===== config.mk =====
export PLATFORM = sky130hd
export DESIGN_NAME = sector_guard
export DESIGN_NICKNAME = d
export VERILOG_FILES = /design/src/core/sector_guard_pkg.sv /design/src/core/sector_guard.sv /design/src/core/password_shift_in.sv
export SDC_FILE = /design/constraint.sdc
export NUM_CORES = 2
export LEC_CHECK = 0
export ABC_AREA = 0
export BUFFER_PORTS_ARGS = -buffer_cell sky130_fd_sc_hd__buf_2
export CAP_MARGIN = 20
export CORE_UTILIZATION = 62
export DETAILED_ROUTE_END_ITERATION = 7
export PLACE_DENSITY = 0.85
export REMOVE_ABC_BUFFERS = 1
export SYNTH_ARGS = -nofsm -noshare
export SYNTH_HDL_FRONTEND = slang
export SYNTH_SLANG_ARGS = --single-unit

===== constraint.sdc =====
create_clock -name sys_clk -period 18.9 [get_ports sys_clk]
set_input_delay 3.78 -clock sys_clk [delete_from_list [all_inputs] [get_ports sys_clk]]
set_output_delay 3.78 -clock sys_clk [all_outputs]
set_load 0.01 [all_outputs]

===== src/core/sector_guard_pkg.sv =====
// shared constants, types and timing for the sector guard logic
package sector_guard_pkg;

    // geometry
    localparam int NUM_SECTORS = 256;
    localparam int SECTOR_W = 8;
    localparam int PASS_W = 64;
    localparam int PASS_CNT_W = 7;
    localparam logic [PASS_CNT_W-1:0] PASS_BITS = 7'h40;
    localparam logic [SECTOR_W-1:0] BOOT_SECTOR = 8'h00;

    // guard-lock register layout
    localparam int LOCK_W = 8;
    localparam int LOCK_BIT = 0;

    // protection-mode register layout
    localparam int MODE_W = 8;
    localparam int MODE_HI = 2;
    localparam int MODE_LO = 1;
    localparam logic [1:0] MODE_UNSEL = 2'h3;
    localparam logic [1:0] MODE_PERSIST = 2'h2;
    localparam logic [1:0] MODE_PASSWORD = 2'h1;
    localparam logic [1:0] MODE_ILLEGAL = 2'h0;
    localparam logic [MODE_W-1:0] MODE_FACTORY = 8'hFF;

    // factory and reset values
    localparam logic [PASS_W-1:0] PASS_FACTORY = 64'hFFFFFFFFFFFFFFFF;
    localparam logic [PASS_W-1:0] PASS_HIDDEN_READ = 64'h0000000000000000;
    localparam logic GUARD_OPEN = 1'b1;
    localparam logic GUARD_SHUT = 1'b0;

    // register selects for the generic register commands
    localparam logic [SECTOR_W-1:0] SEL_LOCK = 8'h00;
    localparam logic [SECTOR_W-1:0] SEL_MODE = 8'h01;
    localparam logic [SECTOR_W-1:0] SEL_PASS = 8'h02;

    // unlock throttle
    localparam int CLK_PERIOD_PS = 5000;
    localparam int THROTTLE_NS = 100000;
    localparam int THROTTLE_CYCLES =
        (THROTTLE_NS * 1000 + CLK_PERIOD_PS - 1) / CLK_PERIOD_PS;
    localparam int THR_W = 16;

    typedef enum logic [3:0] {
        OP_NONE      = 4'h0,
        OP_VG_WRITE  = 4'h1,
        OP_VG_READ   = 4'h2,
        OP_PG_PROG   = 4'h3,
        OP_PG_ERASE  = 4'h4,
        OP_PG_READ   = 4'h5,
        OP_LOCK_CLR  = 4'h6,
        OP_LOCK_READ = 4'h7,
        OP_PASS_PROG = 4'h8,
        OP_PASS_READ = 4'h9,
        OP_MODE_PROG = 4'hA,
        OP_ANY_READ  = 4'hB,
        OP_ANY_WRITE = 4'hC
    } op_t;

    typedef struct packed {
        op_t op;
        logic [SECTOR_W-1:0] sel;
        logic [PASS_W-1:0] data;
    } cmd_t;

    typedef struct packed {
        logic done;
        logic fail;
        logic [PASS_W-1:0] data;
    } rsp_t;

    typedef struct packed {
        logic valid;
        logic full;
        logic [PASS_W-1:0] word;
    } pass_frame_t;

    typedef enum logic [1:0] {
        ST_IDLE     = 2'b00,
        ST_INIT     = 2'b01,
        ST_THROTTLE = 2'b10
    } unlock_state_t;

endpackage


===== src/core/sector_guard.sv =====
// per-sector guard bits, guard lock, password unlock and mode register
// Contract
// - volatile guard matters only where persistent guard is 1
// - volatile write stores 0 protect, 1 unprotect, unlimited times
// - lock bit 0 of lock register; 0 freezes persistent guards
// - lock-clear command clears lock in either mode
// - persistent mode: lock set at reset, no command sets it
// - software reset leaves the lock bit unchanged
// - password mode: lock cleared at reset, only unlock sets it
// - unprotected only when both guards 1; persistent changeable under lock
// - volatile guards reset; persistent guards survive reset
// - unlock needs all 64 bits equal to stored password
// - mismatch sets program error, keeps pending, lock stays 0
// - unlock accepted at most once per 100 us, pending meanwhile
// - matching password clears pending without the throttle delay; the code ignores any frame during the throttle
// - password programming only turns ones into zeros, no error
// - password reads all ones unprogrammed; reachable by four commands
// - in password mode password program ignored, read undefined
// - mode bits have no erase; once programmed stay programmed
// - ecc status only for readable sectors; boot sector under read protect
// - lock 0 refuses persistent program and erase with failure
// - mode bits 2:1: 11 unselected, 10 persistent, 01 password, 00 illegal
// - sector protected if block-protect or guard scheme protects it
`timescale 1ns/1ps
`default_nettype none
module sector_guard #(
    parameter int THROTTLE_CYCLES = sector_guard_pkg::THROTTLE_CYCLES
) (
    // clock and resets
    input wire logic sys_clk,
    input wire logic sys_rst,
    input wire logic soft_rst,
    input wire logic factory_init,
    // protection command port
    input wire logic cmd_valid,
    input wire sector_guard_pkg::cmd_t cmd,
    output sector_guard_pkg::rsp_t rsp,
    input wire logic clear_error,
    // password unlock link
    input wire logic link_clk,
    input wire logic link_sel_n,
    input wire logic link_din,
    // sector query
    input wire logic [sector_guard_pkg::SECTOR_W-1:0] query_sector,
    input wire logic block_protect,
    output logic sector_protected,
    // ecc status routing
    input wire logic read_protect,
    input wire logic [sector_guard_pkg::SECTOR_W-1:0] ecc_sector,
    output logic [sector_guard_pkg::SECTOR_W-1:0] ecc_report_sector,
    output logic ecc_report_valid,
    // status
    output logic op_pending_flag,
    output logic prog_error,
    output logic [sector_guard_pkg::LOCK_W-1:0] guard_lock_register,
    output logic [sector_guard_pkg::MODE_W-1:0] protection_mode_register
);
    localparam logic [sector_guard_pkg::THR_W-1:0] THR_LOAD =
        sector_guard_pkg::THR_W'(THROTTLE_CYCLES - 1);

    logic [sector_guard_pkg::NUM_SECTORS-1:0] sector_volatile_guard;
    logic [sector_guard_pkg::NUM_SECTORS-1:0] sector_persistent_guard;
    logic [sector_guard_pkg::PASS_W-1:0] password;
    logic [1:0] mode_bits;
    logic lock;
    sector_guard_pkg::unlock_state_t state;
    logic [sector_guard_pkg::THR_W-1:0] thr_count;
    sector_guard_pkg::pass_frame_t frame;
    logic password_mode;
    logic accept;
    logic unlock_ok;
    logic unlock_bad;
    logic cmd_err;
    logic [1:0] mode_wr;

    // a sector is open only when both guards are open
    function automatic logic guard_open(input logic nv, input logic vol);
        guard_open = nv && vol;
    endfunction

    // password programming can only pull cells to zero
    function automatic logic [sector_guard_pkg::PASS_W-1:0] pass_after(
        input logic [sector_guard_pkg::PASS_W-1:0] old,
        input logic [sector_guard_pkg::PASS_W-1:0] wr);
        pass_after = old & wr;
    endfunction

    // mode programming is legal only while unselected and not to the illegal 00
    function automatic logic mode_prog_ok(input logic [1:0] cur, input logic [1:0] wr);
        mode_prog_ok = (cur == sector_guard_pkg::MODE_UNSEL)
            && ((cur & wr) != sector_guard_pkg::MODE_ILLEGAL);
    endfunction

    password_shift_in u_shift (
        .sys_clk(sys_clk),
        .sys_rst(sys_rst),
        .link_clk(link_clk),
        .link_sel_n(link_sel_n),
        .link_din(link_din),
        .frame(frame)
    );

    // 01 selects password mode; 11, 10 and the illegal 00 act persistent
    assign password_mode = (mode_bits == sector_guard_pkg::MODE_PASSWORD);

    // mode field carried by a mode-register write
    assign mode_wr = cmd.data[sector_guard_pkg::MODE_HI:sector_guard_pkg::MODE_LO];

    // commands wait out the unlock throttle and the post-reset lock load
    assign accept = cmd_valid && (state == sector_guard_pkg::ST_IDLE);

    // unlock decision outside the throttle; success only in password mode
    assign unlock_ok = frame.valid && (state == sector_guard_pkg::ST_IDLE)
        && password_mode && frame.full && (frame.word == password);
    assign unlock_bad = frame.valid && (state == sector_guard_pkg::ST_IDLE)
        && !unlock_ok;

    // failures that count as program errors
    always_comb begin
        cmd_err = 1'b0;
        if (accept) begin
            case (cmd.op)
                sector_guard_pkg::OP_PG_PROG,
                sector_guard_pkg::OP_PG_ERASE: begin
                    cmd_err = !lock;
                end
                sector_guard_pkg::OP_MODE_PROG: begin
                    cmd_err = !mode_prog_ok(mode_bits, mode_wr);
                end
                sector_guard_pkg::OP_ANY_WRITE: begin
                    cmd_err = (cmd.sel == sector_guard_pkg::SEL_MODE)
                        && !mode_prog_ok(mode_bits, mode_wr);
                end
                default: begin
                    cmd_err = 1'b0;
                end
            endcase
        end
    end

    // unlock sequencer: reset load, idle, throttle after a failed unlock
    always_ff @(posedge sys_clk or posedge sys_rst) begin
        if (sys_rst) begin
            state <= sector_guard_pkg::ST_INIT;
            thr_count <= '0;
        end else begin
            case (state)
                sector_guard_pkg::ST_INIT: begin
                    state <= sector_guard_pkg::ST_IDLE;
                end
                sector_guard_pkg::ST_IDLE: begin
                    if (unlock_bad) begin
                        state <= sector_guard_pkg::ST_THROTTLE;
                        thr_count <= THR_LOAD;
                    end
                end
                sector_guard_pkg::ST_THROTTLE: begin
                    if (thr_count == '0) begin
                        state <= sector_guard_pkg::ST_IDLE;
                    end else begin
                        thr_count <= thr_count - 1'b1;
                    end
                end
                default: begin
                    state <= sector_guard_pkg::ST_IDLE;
                end
            endcase
        end
    end

    // pending stays up for the whole throttle; a match never raises it
    always_ff @(posedge sys_clk or posedge sys_rst) begin
        if (sys_rst) begin
            op_pending_flag <= 1'b0;
        end else if (unlock_bad) begin
            op_pending_flag <= 1'b1;
        end else if (state == sector_guard_pkg::ST_THROTTLE && thr_count == '0) begin
            op_pending_flag <= 1'b0;
        end else if (unlock_ok) begin
            op_pending_flag <= 1'b0;
        end
    end

    // sticky program error; a new error wins over the clear
    always_ff @(posedge sys_clk or posedge sys_rst) begin
        if (sys_rst) begin
            prog_error <= 1'b0;
        end else if (unlock_bad || cmd_err) begin
            prog_error <= 1'b1;
        end else if (clear_error) begin
            prog_error <= 1'b0;
        end
    end

    // reset can only load a constant, so the mode-dependent value lands
    // one cycle after release; soft reset does not touch the lock
    always_ff @(posedge sys_clk or posedge sys_rst) begin
        if (sys_rst) begin
            lock <= 1'b0;
        end else if (state == sector_guard_pkg::ST_INIT) begin
            lock <= !password_mode;
        end else if (accept && cmd.op == sector_guard_pkg::OP_LOCK_CLR) begin
            lock <= 1'b0;
        end else if (unlock_ok) begin
            lock <= 1'b1;
        end
    end

    // volatile guards: free to write, back to open on any reset
    always_ff @(posedge sys_clk or posedge sys_rst) begin
        if (sys_rst) begin
            sector_volatile_guard <= '1;
        end else if (soft_rst) begin
            sector_volatile_guard <= '1;
        end else if (accept && cmd.op == sector_guard_pkg::OP_VG_WRITE) begin
            sector_volatile_guard[cmd.sel] <= cmd.data[0];
        end
    end

    // persistent guards have no reset, they model non-volatile cells
    always_ff @(posedge sys_clk) begin
        if (factory_init) begin
            sector_persistent_guard <= '1;
        end else if (accept && lock) begin
            if (cmd.op == sector_guard_pkg::OP_PG_PROG) begin
                sector_persistent_guard[cmd.sel] <= sector_guard_pkg::GUARD_SHUT;
            end else if (cmd.op == sector_guard_pkg::OP_PG_ERASE) begin
                sector_persistent_guard <= '1;
            end
        end
    end

    // password cells, frozen once password mode is chosen
    always_ff @(posedge sys_clk) begin
        if (factory_init) begin
            password <= sector_guard_pkg::PASS_FACTORY;
        end else if (accept && !password_mode) begin
            if (cmd.op == sector_guard_pkg::OP_PASS_PROG
                || (cmd.op == sector_guard_pkg::OP_ANY_WRITE
                && cmd.sel == sector_guard_pkg::SEL_PASS)) begin
                password <= pass_after(password, cmd.data);
            end
        end
    end

    // mode bits: program only, no erase path exists
    always_ff @(posedge sys_clk) begin
        if (factory_init) begin
            mode_bits <= sector_guard_pkg::MODE_FACTORY[sector_guard_pkg::MODE_HI:
                sector_guard_pkg::MODE_LO];
        end else if (accept && !cmd_err
            && (cmd.op == sector_guard_pkg::OP_MODE_PROG
            || (cmd.op == sector_guard_pkg::OP_ANY_WRITE
            && cmd.sel == sector_guard_pkg::SEL_MODE))) begin
            mode_bits <= mode_bits & mode_wr;
        end
    end

    // command answers, one cycle after acceptance
    always_ff @(posedge sys_clk or posedge sys_rst) begin
        if (sys_rst) begin
            rsp <= '0;
        end else begin
            rsp.done <= accept && cmd.op != sector_guard_pkg::OP_NONE;
            rsp.fail <= cmd_err;
            rsp.data <= '0;
            if (accept) begin
                case (cmd.op)
                    sector_guard_pkg::OP_VG_READ: begin
                        rsp.data[0] <= sector_volatile_guard[cmd.sel];
                    end
                    sector_guard_pkg::OP_PG_READ: begin
                        rsp.data[0] <= sector_persistent_guard[cmd.sel];
                    end
                    sector_guard_pkg::OP_LOCK_READ: begin
                        rsp.data[sector_guard_pkg::LOCK_BIT] <= lock;
                    end
                    sector_guard_pkg::OP_PASS_READ: begin
                        rsp.data <= password_mode ? sector_guard_pkg::PASS_HIDDEN_READ
                            : password;
                    end
                    sector_guard_pkg::OP_ANY_READ: begin
                        if (cmd.sel == sector_guard_pkg::SEL_LOCK) begin
                            rsp.data[sector_guard_pkg::LOCK_BIT] <= lock;
                        end else if (cmd.sel == sector_guard_pkg::SEL_MODE) begin
                            rsp.data[sector_guard_pkg::MODE_W-1:0] <= protection_mode_word();
                        end else if (cmd.sel == sector_guard_pkg::SEL_PASS) begin
                            rsp.data <= password_mode ? sector_guard_pkg::PASS_HIDDEN_READ
                                : password;
                        end
                    end
                    default: begin
                        rsp.data <= '0;
                    end
                endcase
            end
        end
    end

    // mode register image: unused bits read as ones like erased cells
    function automatic logic [sector_guard_pkg::MODE_W-1:0] protection_mode_word();
        logic [sector_guard_pkg::MODE_W-1:0] w;
        w = sector_guard_pkg::MODE_FACTORY;
        w[sector_guard_pkg::MODE_HI:sector_guard_pkg::MODE_LO] = mode_bits;
        protection_mode_word = w;
    endfunction

    // registered status views
    always_ff @(posedge sys_clk or posedge sys_rst) begin
        if (sys_rst) begin
            guard_lock_register <= '0;
            protection_mode_register <= sector_guard_pkg::MODE_FACTORY;
        end else begin
            guard_lock_register <= '0;
            guard_lock_register[sector_guard_pkg::LOCK_BIT] <= lock;
            protection_mode_register <= protection_mode_word();
        end
    end

    // block-protect and guard scheme combine by or
    always_ff @(posedge sys_clk or posedge sys_rst) begin
        if (sys_rst) begin
            sector_protected <= 1'b1;
        end else begin
            sector_protected <= block_protect
                || !guard_open(sector_persistent_guard[query_sector],
                sector_volatile_guard[query_sector]);
        end
    end

    // ecc status: under read protection only the boot sector is readable
    always_ff @(posedge sys_clk or posedge sys_rst) begin
        if (sys_rst) begin
            ecc_report_sector <= sector_guard_pkg::BOOT_SECTOR;
            ecc_report_valid <= 1'b0;
        end else if (read_protect) begin
            ecc_report_sector <= sector_guard_pkg::BOOT_SECTOR;
            ecc_report_valid <= 1'b1;
        end else begin
            ecc_report_sector <= ecc_sector;
            ecc_report_valid <= 1'b1;
        end
    end
endmodule // sector_guard
`default_nettype wire


===== src/core/password_shift_in.sv =====
// serial capture of a password unlock frame sampled from the link pins
`timescale 1ns/1ps
`default_nettype none
module password_shift_in (
    // clock and reset
    input wire logic sys_clk,
    input wire logic sys_rst,
    // link pins, foreign domain
    input wire logic link_clk,
    input wire logic link_sel_n,
    input wire logic link_din,
    // captured frame
    output sector_guard_pkg::pass_frame_t frame
);
    logic [2:0] meta;
    logic [2:0] sync;
    logic clk_prev;
    logic sel_prev;
    logic [sector_guard_pkg::PASS_W-1:0] shift;
    logic [sector_guard_pkg::PASS_CNT_W-1:0] count;
    logic over;

    // two-stage synchronisers, first stage read only by the second
    always_ff @(posedge sys_clk or posedge sys_rst) begin
        if (sys_rst) begin
            meta <= 3'h4;
            sync <= 3'h4;
        end else begin
            meta <= {link_sel_n, link_clk, link_din};
            sync <= meta;
        end
    end

    // edge history on the synchronised levels
    always_ff @(posedge sys_clk or posedge sys_rst) begin
        if (sys_rst) begin
            clk_prev <= 1'b0;
            sel_prev <= 1'b1;
        end else begin
            clk_prev <= sync[1];
            sel_prev <= sync[2];
        end
    end

    // msb first shifting; a bit past the 64th marks the frame as bad
    always_ff @(posedge sys_clk or posedge sys_rst) begin
        if (sys_rst) begin
            shift <= '0;
            count <= '0;
            over <= 1'b0;
        end else if (sync[2]) begin
            count <= '0;
            over <= 1'b0;
        end else if (sync[1] && !clk_prev) begin
            shift <= {shift[sector_guard_pkg::PASS_W-2:0], sync[0]};
            if (count == sector_guard_pkg::PASS_BITS) begin
                over <= 1'b1;
            end else begin
                count <= count + 1'b1;
            end
        end
    end

    // frame reported on the rising edge of the select
    always_ff @(posedge sys_clk or posedge sys_rst) begin
        if (sys_rst) begin
            frame <= '0;
        end else begin
            frame.valid <= sync[2] && !sel_prev;
            frame.full <= (count == sector_guard_pkg::PASS_BITS) && !over;
            frame.word <= shift;
        end
    end
endmodule // password_shift_in
`default_nettype wire


=== Word-level counts from Yosys, hierarchy flattened ===
Cells that the tools add are included.

* Flip-flop bits (word level): 824
* Input port bits: 103
* Output and inout port bits: 94
* Logic and storage cells: 165

* Add/subtract/negate cells: 2
* $lt $le $gt $ge: 3
* Equal/unequal tests: 24
* Mux-type cells: 47
* Bitwise logic cells: 5
* Reductions and logical operators: 57

{| class="wikitable"
|+ Operators with widths
! operator !! number
|-
| 256-bit 2-to-1 mux || 4
|-
| 256-bit bitwise AND || 1
|-
| 256-bit bitwise mux || 1
|-
| 256-bit inverter || 1
|-
| 64-bit 2-to-1 mux || 3
|-
| 63-bit one-hot mux with 2 select lines || 1
|-
| 64-bit bitwise AND || 1
|-
| 64-bit == test || 1
|-
| 63-bit 2-to-1 mux || 1
|-
| 56-bit 2-to-1 mux || 1
|-
| 1-bit binary-select mux with 8-bit select || 4
|-
| 16-bit 2-to-1 mux || 2
|-
| 16-bit one-hot mux with 2 select lines || 1
|-
| 1-bit logical AND || 23
|-
| 7-bit 2-to-1 mux || 3
|-
| 4-bit == test, second input constant || 5
|-
| 8-bit by 9-bit < comparator with 1-bit output, second input constant || 2
|-
| 1-bit 2-to-1 mux || 18
|-
| 4-bit by 3-bit == test with 1-bit output, second input constant || 4
|-
| 16-bit logical NOT || 1
|-
| 8-bit 2-to-1 mux || 2
|-
| 16-bit by 1-bit subtractor with 16-bit output, second input constant || 1
|-
| 2-bit nonzero test || 7
|-
| 2-bit AND reduction || 6
|-
| 26 further kinds || 44
|}

=== Longest topological paths before layout ===
* Depth in word-level cells: 10
* Gate-level depth with buffers: 12

=== Cells and area by module ===
Synthesis repeated with hierarchy kept, for this count alone.

* Cell total of the unflattened synthesis: 3768
* Area total of the unflattened synthesis: 38987.4 µm²

{| class="wikitable"
|+ By module, submodules not included
! module !! times used !! cells an instance !! area an instance (µm²)
|-
| sector_guard || 1 || 3508 || 34267.9
|-
| password_shift_in || 1 || 260 || 4719.5
|}

=== Worst setup path after synthesis ===
OpenSTA, ideal clock, no wires.

* Kind: input to register
* Start: in cmd[65] (netlist name)
* End: reg rsp[0] (netlist name)
* Setup time: 0.129 ns
* Arrival: 5.759 ns
* Data required time: 18.771 ns
* Slack: 13.012 ns
* Stages: 10
* Buffers on the path: 4
* Cells stage by stage: buf_4 -> buf_2 -> buf_4 -> buf_2 -> mux4_2 -> a221oi_1 -> o22ai_1 -> nor3_1 -> o311a_1 -> o32ai_1

* Word-level cells in the longest chain between the ends: 6
* Elaborated cells between the ends (all ways): 12
* Classes of those cells: 2 x eq/ne; 9 x mux; 1 x reduce/logical

{| class="wikitable"
|+ Ends and longest elaborated chain
! item !! line !! source
|-
| start: declaration || sector_guard.sv:36 || <nowiki>input wire sector_guard_pkg::cmd_t cmd,</nowiki>
|-
| parallel branches: the longest is 4 deep, another holds 1-bit binary-select mux with 8-bit select || n/a ||
|-
| 1-bit one-hot mux with 5 select lines * || sector_guard.sv:268 || <nowiki>case (cmd.op)</nowiki>
|-
| 64-bit 2-to-1 mux * || sector_guard.sv:267 || <nowiki>if (accept) begin</nowiki>
|-
| end: declaration || sector_guard.sv:37 || <nowiki>output sector_guard_pkg::rsp_t rsp,</nowiki>
|}

Mark *: on every way between the ends. The select of a mux whose other input is x is not followed.
A chain may end at the register's enable or synchronous reset.

=== Worst setup path in the final report ===
* Start: in cmd[73] (netlist name)
* End: reg sector_persistent_guard[148] (netlist name)

* Word-level cells in the longest chain between the ends: 3
* Elaborated cells between the ends (all ways): 5
* Classes of those cells: 2 x eq/ne; 1 x mux; 2 x reduce/logical

{| class="wikitable"
|+ Ends and longest elaborated chain
! item !! line !! source
|-
| 4-bit by 2-bit == test with 1-bit output / 4-bit by 3-bit == test with 1-bit output (equally long branches) || sector_guard.sv:225, sector_guard.sv:227 ||
|-
| 2-bit nonzero test (no line) || n/a ||
|-
| 2-bit AND reduction (no line) || n/a ||
|-
| end signal: indexed assignment || sector_guard.sv:226 || <nowiki>sector_persistent_guard[cmd.sel] <= sector_guard_pkg::GUARD_SHUT;</nowiki>
|-
| end: declaration || sector_guard.sv:62 || <nowiki>logic [sector_guard_pkg::NUM_SECTORS-1:0] sector_persistent_guard;</nowiki>
|}

Parallel ways exist; a longest one is shown, timed or not.

==> results.py <==
metrics = {
    "power": {
        "p_per_area_mw_per_mm2": 88.0,
        "power_mw": 3.84,
        "p_leak_nw": 18.4,
        "ir_drop_mv": 0.0740,
    },
    "placement": {
        "port_buffers": 183,
        "place_area_mm2": 0.0408,
        "routabilityCongestion": 0.975,
        "dp.cells": 4633,
        "hpwl_um": 72800,
    },
    "clock_network": {
        "clkTransAtPathRegs_ns": 0.06,
        "cts_sinks": 824,
        "postCtsHoldBufs": 0,
        "cts.repair.resized": 0,
        "clock_path_buffers": 3,
        "cts_root_buffer": "clkbuf_16",
        "post_cts_buffers": 0,
        "cts_tree": "done",
        "cts_buffers": 86,
        "worstSkewPairLatency_ns": 0.65,
        "htreeDepth": 3,
    },
    "critical_path": {
        "crit_chain": "buf_2 > nor2b_1 > mux2i_1 > or4_4 > a31oi_1 > nor2_4 > buf_4 > buf_4 > nand2_1",
        "worst-path-max-fanout": 94,
        "critical_path_class": "input port to register",
        "startpoint_type": "input port",
        "slowest_delay_ns": 0.88,
        "crit_family": "simple AND/OR/NAND/NOR gates",
        "cpMostUsedCell": "buf_4",
        "cp_slowest_cell": "or4_4",
        "cp_num_buf_inv": 3,
        "cp-end-kind": "register",
        "cp.required_ns": 19.40,
        "worstPathArrival_ns": 8.00,
    },
    "synthesis": {
        "synth_cells": 3938,
        "syn_area_mm2": 0.0397,
        "synthFlopType": "dfxtp_1",
        "yosys.cell_types.count": 77,
        "avgSynthCellArea_um2": 10.1,
        "ys_ff_latch": 824,
        "synth_common_cells": "nand2_1 (464), clkbuf_1 (336), dfxtp_1 (322)",
        "synth_top_area_share": 0.174,
        "yosys-top-cells-area": "dfstp_2 (17%), dfxtp_1 (16%), dfrtp_1 (15%)",
        "synth_most_common_cell": "nand2_1",
        "async_reset_ff_frac": 0.609,
        "synth.largest_area_cell": "dfstp_2",
        "synth_edf_count": 0,
        "yosys_warnings": 0,
        "yosysSeqAreaShare": 0.487,
    },
    "routing": {
        "wl_met1_um": 45100,
        "routed_via_density": 7.10,
        "wl_met2_um": 55400,
        "drt-pass1-iter-count": 7,
        "met3WireLength_um": 17300,
        "routed.top_layer": "met5",
        "wl_per_cell_um": 26.0,
        "wirelength_um": 125000,
        "antenna_left": 0,
        "first_iter_violations": 5450,
        "vias": 34100,
        "drc": 0,
    },
    "sta": {
        "slew_violations": 0,
        "setup_violations": 0,
        "timing.final.crit_period_ns": 7.50,
        "worst_hold_slack_ns": 0.346,
        "tightest_slew_ns": 1.21,
        "worst_clock_skew_ns": 0.0261,
        "max_clock_freq_mhz": 133,
        "fin_tns_setup_ns": 0,
        "slew_headroom": 0.191,
        "final_hold_viol_count": 0,
        "fin_crit_sh": 0.397,
        "grt_setup_unrepaired": "no",
    },
    "global_route": {
        "antenna_found_initial": 11,
        "grt_max_degree": 175,
        "grt_pass1_wl_um": 191000,
        "grt_pass1_vias": 32800,
        "overflow": 0,
        "grt_use_total": 0.382,
    },
    "finish": {
        "syn2layout_area_growth_pct": 10.1,
        "fill_cells": 4369,
        "fin_area_mm2": 0.0437,
        "fin_cells": 4802,
        "drive_gt1_frac": 0.231,
        "fin_nets": 3985,
    },
    "floorplanning": {
        "die_h_um": 255,
        "initial_core_util": 0.628,
        "ios": 197,
        "die_w_um": 255,
        "num_rows": 92,
        "coreArea_mm2": 0.0632,
        "die-area_mm2": 0.0650,
    },
    "run": {
        "cap_violations": 0,
    },
    "outcome": {
        "outcome": "finished, final reports clean",
    },
    "hold_path": {
        "hold_class": "register to register",
    },
}
kinds of logic (layout without fill, tap and decap cells):
| kind of cell | after synthesis | count (layout) | share of synthesized area |
|---|---|---|---|
| buffers and inverters | 455 | 456 | 0.0469 |
| AOI/OAI and AO/OA | 1364 | 1364 | 0.221 |
| other | 2 | 19 | 0.000189 |
| DFF | 824 | 824 | 0.487 |
| and+or+nand+nor | 957 | 957 | 0.115 |
| muxes | 266 | 266 | 0.114 |
| xor gates and xnor gates | 67 | 67 | 0.0148 |
| adders and majority gates | 3 | 3 | 0.000946 |
flip-flops by register name (all words and copies together) (netlist names), 2 cells and up:
signal	count
ecc_report_sector	8
mode_bits	2
password	64
protection_mode_register	2
rsp	66
sector_persistent_guard	256
sector_volatile_guard	256
state	2
thr_count	16
u_shift.count	7
u_shift.frame	66
u_shift.meta	3
u_shift.shift	64
u_shift.sync	3
cell type report:
cell class / instances / area, um^2 / share of cell area
clock inverter: 18 / 211 / 0.00484
sequential: 824 / 19300 / 0.442
timing repair buffer: 266 / 1640 / 0.0374
antenna: 4 / 10.0 / 0.000229
inverter: 29 / 116 / 0.00266
tap: 846 / 1060 / 0.0242
multi-input combinational: 2672 / 18700 / 0.428
clock buffer: 143 / 2650 / 0.0606
cell usage in the layout, fill, tap and decap left out, types with 32 or more instances in the layout:
cell type and count:
buf_4 77, o21bai_1 85, buf_2 178, a21o_1 174
dfstp_2 263, nand2b_1 84, xnor2_1 60, mux4_2 143
a31oi_1 265, and2_1 68, nand3_1 155, clkbuf_1 32
clkbuf_16 89, nand2_1 464, dfxtp_1 322, o21ai_0 203
a21oi_1 280, o31ai_1 258, nor2_1 47, mux2i_1 57
mux2_2 66, dfrtp_1 239
path summary, 6_finish.rpt:
kind | from | to | slack [ns] | depth (start not counted)
setup / recovery | cmd[73] | sector_persistent_guard[148]$_SDFFE_PP1P_ | 11.40 | 9
hold / removal | u_shift.meta[1]$_DFF_PP0_ | u_shift.sync[1]$_DFF_PP0_ | 0.35 | 0
setup reg to reg | state[0]$_DFFE_PP1P_ | sector_persistent_guard[148]$_SDFFE_PP1P_ | 14.19 | 8
hold reg to reg | u_shift.meta[1]$_DFF_PP0_ | u_shift.sync[1]$_DFF_PP0_ | 0.35 | 0
max in group asynchronous | sys_rst | rsp[0]$_DFF_PP0_ | 13.08 | 4
min in group asynchronous | sys_rst | ecc_report_sector[7]$_DFF_PP0_ | 3.30 | 2
where the power goes:
part           leakage (nW)  internal [mW]  switching [mW]  total [mW]
Sequential             8.61           1.78          0.0221        1.81
Combinational          8.37          0.103           0.219       0.322
Clock                  1.39          0.989           0.727        1.72
Total                  18.4           2.88           0.968        3.84
metrics by stage:
step                      utilization  setup WS (ns)
after floorplan                     -          -1.60
after detailed placement        0.645          10.93
after global placement          0.645          11.06
after global routing            0.692          11.19
final                           0.692          11.40
after CTS                       0.691          11.49
metal layers:
metal,vias up,global-route usage
met5,-,0
met1,16500,0.511
met4,6,0.200
met3,565,0.117
met2,2666,0.561
li1,14400,-
No activity file was read; power rests on OpenSTA's default activity.
